==> src/crc16_checksum_unit_defs.svh <==
// Contract
// - a 16-bit crc with generator 0x1021 runs over every byte written.
// - seed select 0 gives seed 0x0000 and seed select 1 gives 0xFFFF.
// - a seed select change leaves the crc alone until the next clear.
// - writing 1 to engine clear resets the calculator; the bit reads 0.
// - an engine clear loads the seed selected by the same control write into the crc.
// - each byte written to the low data port folds into the last crc.
// - the data/result pair reads the crc of the last finished update.
// - input data and result share one location, no result register.
// - bit order 0 feeds each byte msb first and 1 feeds it lsb first.
// - control bits 7 to 3 read as zero and ignore writes.
// - a low data port write starts an update that ends by itself.
// - a read of the low data port returns the low byte of the crc.
// - the high result port ignores writes and reads the crc upper byte.
`ifndef CRC16_CHECKSUM_UNIT_DEFS_SVH
`define CRC16_CHECKSUM_UNIT_DEFS_SVH

// ****************************************************************
// register map
// ****************************************************************
`define CRC_ADDR_W 12
`define CRC_OFS_CONTROL 12'h000
`define CRC_OFS_DATA_LOW 12'h004
`define CRC_OFS_RESULT_HIGH 12'h008

// ****************************************************************
// control fields
// ****************************************************************
`define CRC_CTRL_CLEAR_BIT 0
`define CRC_CTRL_SEED_BIT 1
`define CRC_CTRL_ORDER_BIT 2
`define CRC_CTRL_RESET 8'h00

// ****************************************************************
// crc constants
// ****************************************************************
`define CRC_POLY 16'h1021
`define CRC_SEED_ZERO 16'h0000
`define CRC_SEED_ONES 16'hffff
`define CRC_RESULT_RESET 16'h0000
`define CRC_LAST_BIT 3'h7
`define CRC_BUF_DEPTH 2'h2

`endif

==> src/crc16_pkg.sv <==
`default_nettype none
package crc16_pkg;
    typedef logic [15:0] crc_word_t;
    typedef logic [7:0] data_byte_t;
    typedef enum logic [0:0] {ENG_IDLE, ENG_SHIFT} engine_state_t;
endpackage
`default_nettype wire

==> src/byte_stream_if.sv <==
`default_nettype none
interface byte_stream_if;
    logic in_valid;
    logic in_ready;
    crc16_pkg::data_byte_t in_data;
    logic out_valid;
    logic out_ready;
    crc16_pkg::data_byte_t out_data;

    modport core (
        output in_valid,
        output in_data,
        input in_ready,
        input out_valid,
        input out_data,
        output out_ready
    );

    modport fifo (
        input in_valid,
        input in_data,
        output in_ready,
        output out_valid,
        output out_data,
        input out_ready
    );
endinterface
`default_nettype wire

==> src/crc16_byte_buffer.sv <==
`include "crc16_checksum_unit_defs.svh"
`default_nettype none
module crc16_byte_buffer (
    // clock and reset
    input wire logic clk,
    input wire logic rst,
    // byte stream
    byte_stream_if.fifo port
);

// ****************************************************************
// two-entry storage
// ****************************************************************
crc16_pkg::data_byte_t mem_r [2];
logic wr_ptr_r;
logic rd_ptr_r;
logic [1:0] count_r;
logic push;
logic pop;

assign port.in_ready = (count_r != `CRC_BUF_DEPTH);
assign port.out_valid = (count_r != 2'h0);
assign port.out_data = mem_r[rd_ptr_r];
assign push = port.in_valid & port.in_ready;
assign pop = port.out_valid & port.out_ready;

always_ff @(posedge clk or posedge rst)
begin
    if (rst)
    begin
        mem_r[0] <= 8'h00;
        mem_r[1] <= 8'h00;
        wr_ptr_r <= 1'b0;
        rd_ptr_r <= 1'b0;
        count_r <= 2'h0;
    end
    else
    begin
        if (push)
        begin
            mem_r[wr_ptr_r] <= port.in_data;
            wr_ptr_r <= ~wr_ptr_r;
        end
        if (pop)
        begin
            rd_ptr_r <= ~rd_ptr_r;
        end
        if (push && !pop)
        begin
            count_r <= count_r + 2'h1;
        end
        else if (pop && !push)
        begin
            count_r <= count_r - 2'h1;
        end
    end
end

endmodule
`default_nettype wire

==> src/crc16_checksum_unit.sv <==
// The implementer's own choices: the placing of the registers and the APB slave port.
`include "crc16_checksum_unit_defs.svh"
`default_nettype none
module crc16_checksum_unit (
    // clock and reset
    input wire logic clk,
    input wire logic rst,
    // apb slave
    input wire logic psel,
    input wire logic penable,
    input wire logic pwrite,
    input wire logic [`CRC_ADDR_W-1:0] paddr,
    input wire logic [31:0] pwdata,
    input wire logic [3:0] pstrb,
    output logic [31:0] prdata,
    output logic pready,
    output logic pslverr
);

// ****************************************************************
// functions
// ****************************************************************
function automatic crc16_pkg::crc_word_t crc_step(
    input crc16_pkg::crc_word_t crc,
    input logic din
);
    crc16_pkg::crc_word_t res;
    res = {crc[14:0], 1'b0};
    if (crc[15] ^ din)
    begin
        res = res ^ `CRC_POLY;
    end
    return res;
endfunction

function automatic logic pick_bit(
    input crc16_pkg::data_byte_t data,
    input logic [2:0] idx,
    input logic lsb_first
);
    logic [2:0] pos;
    pos = lsb_first ? idx : (`CRC_LAST_BIT - idx);
    return data[pos];
endfunction

// ****************************************************************
// decode functions
// ****************************************************************
function automatic logic addr_hit(
    input logic [`CRC_ADDR_W-1:0] addr,
    input logic [`CRC_ADDR_W-1:0] ofs
);
    return (addr == ofs);
endfunction

function automatic logic [31:0] byte_word(
    input crc16_pkg::data_byte_t value
);
    return {24'h00_0000, value};
endfunction

function automatic crc16_pkg::crc_word_t seed_of(
    input logic ones
);
    return ones ? `CRC_SEED_ONES : `CRC_SEED_ZERO;
endfunction

// ****************************************************************
// declarations
// ****************************************************************
byte_stream_if bus_if ();

crc16_pkg::engine_state_t state_r;
crc16_pkg::engine_state_t state_nxt;
crc16_pkg::crc_word_t crc_r;
crc16_pkg::crc_word_t crc_nxt;
crc16_pkg::data_byte_t byte_r;
crc16_pkg::data_byte_t byte_nxt;
logic [2:0] count_r;
logic [2:0] count_nxt;
logic bit_order_r;
logic seed_select_r;
logic pready_r;
logic pslverr_r;
logic [31:0] prdata_r;

logic access;
logic sel_ctrl;
logic sel_low;
logic sel_high;
logic mapped;
logic engine_idle;
logic can_answer;
logic pready_nxt;
logic commit;
logic wr_en;
logic wr_ctrl;
logic clear_req;
logic cur_bit;
logic [31:0] rd_value;
logic [7:0] ctrl_value;
crc16_pkg::crc_word_t seed;
logic bit_order_nxt;
logic seed_select_nxt;
logic pslverr_nxt;
logic [31:0] prdata_nxt;
logic [31:0] rd_ctrl_word;
logic [31:0] rd_low_word;
logic [31:0] rd_high_word;
logic data_write;
logic shift_idle;

localparam logic [7:0] ctrl_reset_value = `CRC_CTRL_RESET;

// ****************************************************************
// byte buffer
// ****************************************************************
crc16_byte_buffer u_buffer (
    .clk(clk),
    .rst(rst),
    .port(bus_if)
);

// ****************************************************************
// apb decode
// ****************************************************************
assign access = psel & penable;
assign sel_ctrl = addr_hit(paddr, `CRC_OFS_CONTROL);
assign sel_low = addr_hit(paddr, `CRC_OFS_DATA_LOW);
assign sel_high = addr_hit(paddr, `CRC_OFS_RESULT_HIGH);
assign mapped = sel_ctrl | sel_low | sel_high;
assign data_write = pwrite & sel_low;

// ****************************************************************
// answer timing
// ****************************************************************
assign shift_idle = (state_r == crc16_pkg::ENG_IDLE);
assign engine_idle = shift_idle & ~bus_if.out_valid;
assign can_answer = ~mapped ? 1'b1 :
                    data_write ? bus_if.in_ready :
                    engine_idle;
assign pready_nxt = access & ~pready_r & can_answer;
assign commit = access & pready_r;
assign wr_en = commit & pwrite & pstrb[0];
assign wr_ctrl = wr_en & sel_ctrl;
assign clear_req = wr_ctrl & pwdata[`CRC_CTRL_CLEAR_BIT];

// ****************************************************************
// read data
// ****************************************************************
assign ctrl_value = {5'h00, bit_order_r, seed_select_r, 1'b0};
assign rd_ctrl_word = byte_word(ctrl_value);
assign rd_low_word = byte_word(crc_r[7:0]);
assign rd_high_word = byte_word(crc_r[15:8]);
assign rd_value = sel_ctrl ? rd_ctrl_word :
                  sel_low ? rd_low_word :
                  sel_high ? rd_high_word :
                  32'h0000_0000;

// ****************************************************************
// bus response registers
// ****************************************************************
assign pslverr_nxt = pready_nxt & ~mapped;
assign prdata_nxt = (pready_nxt & ~pwrite) ? rd_value : 32'h0000_0000;

always_ff @(posedge clk or posedge rst)
begin
    if (rst)
    begin
        pready_r <= 1'b0;
    end
    else
    begin
        pready_r <= pready_nxt;
    end
end

// ****************************************************************
// error flag register
// ****************************************************************
always_ff @(posedge clk or posedge rst)
begin
    if (rst)
    begin
        pslverr_r <= 1'b0;
    end
    else
    begin
        pslverr_r <= pslverr_nxt;
    end
end

// ****************************************************************
// read data register
// ****************************************************************
always_ff @(posedge clk or posedge rst)
begin
    if (rst)
    begin
        prdata_r <= 32'h0000_0000;
    end
    else
    begin
        prdata_r <= prdata_nxt;
    end
end

assign pready = pready_r;
assign pslverr = pslverr_r;
assign prdata = prdata_r;

// ****************************************************************
// control register
// ****************************************************************
assign bit_order_nxt = wr_ctrl ? pwdata[`CRC_CTRL_ORDER_BIT] : bit_order_r;
assign seed_select_nxt = wr_ctrl ? pwdata[`CRC_CTRL_SEED_BIT] :
                         seed_select_r;

always_ff @(posedge clk or posedge rst)
begin
    if (rst)
    begin
        bit_order_r <= ctrl_reset_value[`CRC_CTRL_ORDER_BIT];
    end
    else
    begin
        bit_order_r <= bit_order_nxt;
    end
end

always_ff @(posedge clk or posedge rst)
begin
    if (rst)
    begin
        seed_select_r <= ctrl_reset_value[`CRC_CTRL_SEED_BIT];
    end
    else
    begin
        seed_select_r <= seed_select_nxt;
    end
end

// ****************************************************************
// data push
// ****************************************************************
assign bus_if.in_valid = wr_en & sel_low;
assign bus_if.in_data = pwdata[7:0];

// ****************************************************************
// buffer drain
// ****************************************************************
assign bus_if.out_ready = shift_idle;

// ****************************************************************
// crc engine
// ****************************************************************
assign seed = seed_of(seed_select_nxt);
assign cur_bit = pick_bit(byte_r, count_r, bit_order_r);

always_comb
begin
    state_nxt = state_r;
    crc_nxt = crc_r;
    byte_nxt = byte_r;
    count_nxt = count_r;
    unique case (state_r)
        crc16_pkg::ENG_IDLE:
        begin
            if (bus_if.out_valid)
            begin
                byte_nxt = bus_if.out_data;
                count_nxt = 3'h0;
                state_nxt = crc16_pkg::ENG_SHIFT;
            end
        end
        crc16_pkg::ENG_SHIFT:
        begin
            crc_nxt = crc_step(crc_r, cur_bit);
            count_nxt = count_r + 3'h1;
            if (count_r == `CRC_LAST_BIT)
            begin
                state_nxt = crc16_pkg::ENG_IDLE;
            end
        end
    endcase
    if (clear_req)
    begin
        crc_nxt = seed;
    end
end

// ****************************************************************
// engine state registers
// ****************************************************************
always_ff @(posedge clk or posedge rst)
begin
    if (rst)
    begin
        state_r <= crc16_pkg::ENG_IDLE;
    end
    else
    begin
        state_r <= state_nxt;
    end
end

always_ff @(posedge clk or posedge rst)
begin
    if (rst)
    begin
        byte_r <= 8'h00;
    end
    else
    begin
        byte_r <= byte_nxt;
    end
end

always_ff @(posedge clk or posedge rst)
begin
    if (rst)
    begin
        count_r <= 3'h0;
    end
    else
    begin
        count_r <= count_nxt;
    end
end

// ****************************************************************
// accumulator
// ****************************************************************
// one accumulator serves as both input target and result
always_ff @(posedge clk or posedge rst)
begin
    if (rst)
    begin
        crc_r <= `CRC_RESULT_RESET;
    end
    else
    begin
        crc_r <= crc_nxt;
    end
end

endmodule
`default_nettype wire

==> config.mk <==
export PLATFORM = sky130hd
export DESIGN_NAME = crc16_checksum_unit
export DESIGN_NICKNAME = d
export VERILOG_FILES = /design/src/crc16_pkg.sv /design/src/byte_stream_if.sv /design/src/crc16_byte_buffer.sv /design/src/crc16_checksum_unit.sv
export VERILOG_INCLUDE_DIRS = /design/src /design/src/src
export SDC_FILE = /design/constraint.sdc
export NUM_CORES = 1
export LEC_CHECK = 0
export ABC_AREA = 1
export BUFFER_PORTS_ARGS = -buffer_cell sky130_fd_sc_hd__buf_2
export CAP_MARGIN = 30
export CORE_UTILIZATION = 48
export CTS_BUF_LIST = sky130_fd_sc_hd__clkbuf_4
export DETAILED_ROUTE_END_ITERATION = 16
export MAX_ROUTING_LAYER = met4
export PLACE_DENSITY = 0.88
export SLEW_MARGIN = 20
export SYNTH_ARGS = -nofsm -noshare
export SYNTH_HDL_FRONTEND = slang
export SYNTH_SLANG_ARGS = --single-unit
==> constraint.sdc <==
create_clock -name clk -period 1.95 [get_ports clk]
set_clock_uncertainty 0.15 [all_clocks]
set_input_delay 0.0975 -clock clk [delete_from_list [all_inputs] [get_ports clk]]
set_output_delay 0.0975 -clock clk [all_outputs]
set_load 0.05 [all_outputs]
==> flow_summary.json <==
{
  "hold_path.class": "input pin to register",
  "startpoint_type": "register",
  "fmax_mhz": 538,
  "fin_area_sq_um": 3560,
  "place.gp.congestion": 0.883,
  "yosys.area.top_type": "dfrtp_1",
  "cts_htree_levels": 3,
  "row_count": 28,
  "drc": 0,
  "yosysWarnings": 0,
  "maxSlewViolCount": 0,
  "clockRootBuffer": "clkbuf_4",
  "crit_fanout": 3,
  "max_slew.worst_pin.slew_ns": 0.512,
  "ys_top_cells_by_count": "nand2_1 (75), dfrtp_1 (60), inv_1 (35), nor2_1 (34), buf_4 (25)",
  "synth_most_common_cell": "nand2_1",
  "io_buffers": 35,
  "synth.area.top_cells": "dfrtp_1 (50%), nand2_1 (9.4%), buf_4 (6.3%)",
  "final.period_utilization_pct": 95.3,
  "drtPass1Iterations": 4,
  "synth_area_sq_um": 3000,
  "yosys.area.top_type_share_pct": 50.0,
  "clock_path_buffers": 2,
  "path_buf_inv": 1,
  "syn2layout_area_growth_pct": 18.6,
  "slew_headroom_pct": 65.8,
  "die_h_um": 81.1,
  "post_drt_wl_per_cell_um": 12.9,
  "critical_path.max_stage_delay_ns": 0.38,
  "drive_above_1_share_pct": 21.9,
  "synth_cell_types": 34,
  "diodes": 0,
  "finalPower_mw": 4.40,
  "nFillCells": 480,
  "initial_core_util_pct": 50.1,
  "critPathRequiredTime_ns": 2.08,
  "place.detailed.hpwl_um": 4260,
  "cts_buffers": 9,
  "grt_pass1_vias": 2299,
  "critical_path_class": "register to register",
  "postRouteWirelength_um": 6320,
  "grt_start_max_net_pins": 33,
  "syn_avg_cell_area_sq_um": 8.63,
  "first_iter_violations": 255,
  "nets": 466,
  "crit_chain": "nand3_1 > nor2_1 > inv_1 > nor3_4 > ha_1 > a21oi_1 > o21ai_0 > xor2_1",
  "syn_inst": 348,
  "fin_crit_ns": 1.86,
  "status": "finished, final reports clean",
  "postSynth.asyncResetShare_pct": 100,
  "drv_cap": 0,
  "slowest_stage": "dfrtp_2",
  "insertion_delay_ns": 0.40,
  "die_x_um": 81.1,
  "power.density_nw_per_um2": 1230,
  "cts_tree": "done",
  "grt_overflow": 0,
  "synth_ff_type": "dfrtp_1",
  "top_level_ports": 87,
  "synth-edff-count": 0,
  "synth_seq_area_share_pct": 50.0,
  "peakVddDrop_mv": 0.579,
  "clock-sinks": 60,
  "dieArea_sq_um": 6580,
  "cp-end-kind": "register",
  "vias": 2505,
  "leakagePower_nw": 1.82,
  "postPlaceCellArea_sq_um": 3210,
  "crit_family": "flip-flops",
  "grt_pass1_wl_um": 10100,
  "routed_via_density": 5.11,
  "synth_seq_cells": 60,
  "ant_nets": 0,
  "hold_viol": 0,
  "antenna_found_initial": 0,
  "core_sq_um": 5990,
  "track_usage_pct": 21.2,
  "setup_viol": 0,
  "worstPathArrival_ns": 1.99,
  "cts.clk_slew.worst_paths_ns": 0.10
}
==> stage by stage <==
stage	TNS, ns	hold WS (ns)	instances	setup slack [ns]	util (%)
6_report	0	0.0491	490	0.0915	59.4
5_1_grt	-0.0348	0.0704	490	-0.0166	59.4
4_1_cts	0	0.0192	487	0.0264	58.6
3_5_place_dp	0	-0.0109	459	0.0686	53.7
3_3_place_gp	0	-0.0129	459	0.139	53.7
2_1_floorplan	0	0.0685	371	0.0374	-
==> cell usage in the layout, fill, tap and decap left out, types with 4 or more instances in the layout <==
| cell type | n |
|---|---|
| clkbuf_4 | 10 |
| dfrtp_1 | 58 |
| a32oi_1 | 5 |
| o21ai_2 | 8 |
| inv_1 | 33 |
| a21oi_1 | 21 |
| buf_4 | 11 |
| conb_1 | 24 |
| nand3_1 | 14 |
| nand2_2 | 5 |
| inv_2 | 4 |
| buf_2 | 35 |
| nor2_1 | 34 |
| a31oi_1 | 8 |
| nand4_1 | 5 |
| nand2_1 | 74 |
| o21ai_0 | 20 |
| dlygate4sd3_1 | 12 |
==> sequential cells by signal, indices dropped and copies added (netlist names), 2 cells and up <==
signal and flops:
count_r 3, byte_r 8, crc_r 16, u_buffer.count_r 2, u_buffer.mem_r 16, prdata 8
==> worst min-delay path, cell delays in order <==
cell and delay [ns]:
buf_2 0.13, nand4_1 0.16, nand4_1 0.12, inv_1 0.06
==> repair_timing <==
item / 4_1_cts / 5_1_grt
hold endpoints to repair: 84 / 0
setup buffers: 0 / 3
setup endpoints to repair: 0 / 14
gates resized for setup: 0 / 7
hold buffers: 12 / 0
==> logic make-up after synthesis <==
kind of cell | after synthesis | share of synthesized area [%]
fa+ha+maj | 3 | 1.25
other cells | 1 | 0.125
xor+xnor | 4 | 1.17
buf+inv | 68 | 12.5
compound gates | 67 | 13.3
flops | 60 | 50.0
simple gates | 145 | 21.6
==> final timing paths <==
path	startpoint	end	slack, ns	depth (start not counted)
setup reg to reg	pready	u_buffer.count_r[1]	0.09	8
hold reg to reg	u_buffer.mem_r[13]	u_buffer.mem_r[13]	0.34	2
max in group asynchronous	rst	bit_order_r	1.00	4
setup / recovery	pready	u_buffer.count_r[1]	0.09	8
min in group asynchronous	rst	u_buffer.mem_r[9]	0.10	3
hold / removal	paddr[3]	pslverr	0.05	4
==> power breakdown <==
group / internal (mW) / leakage (nW) / switching [mW]
logic: 0.506 / 0.967 / 0.924
clock network: 0.654 / 0.0955 / 0.447
registers: 1.58 / 0.755 / 0.281
==> metal layers <==
layer	wire, um	share of wire (%)	global-route usage, %	up-vias
li1	-	-	-	1216
met1	2660	42	25.0	1189
met2	3240	51	34.9	86
met3	291	4.6	5.39	14
met4	130	2.1	7.86	0
met5	0	0	-	-
==> area by class of cell <==
cell class / count / area [sq um] / area share [%]
timing repair buffer: 59 / 398 / 11.2
inverter: 37 / 139 / 3.90
multi-input combinational: 243 / 1250 / 35.1
clock buffer: 10 / 75.1 / 2.11
clock inverter: 6 / 103 / 2.88
sequential: 60 / 1500 / 42.2
tap: 75 / 93.8 / 2.64
Power figures use the tool's default switching activity.
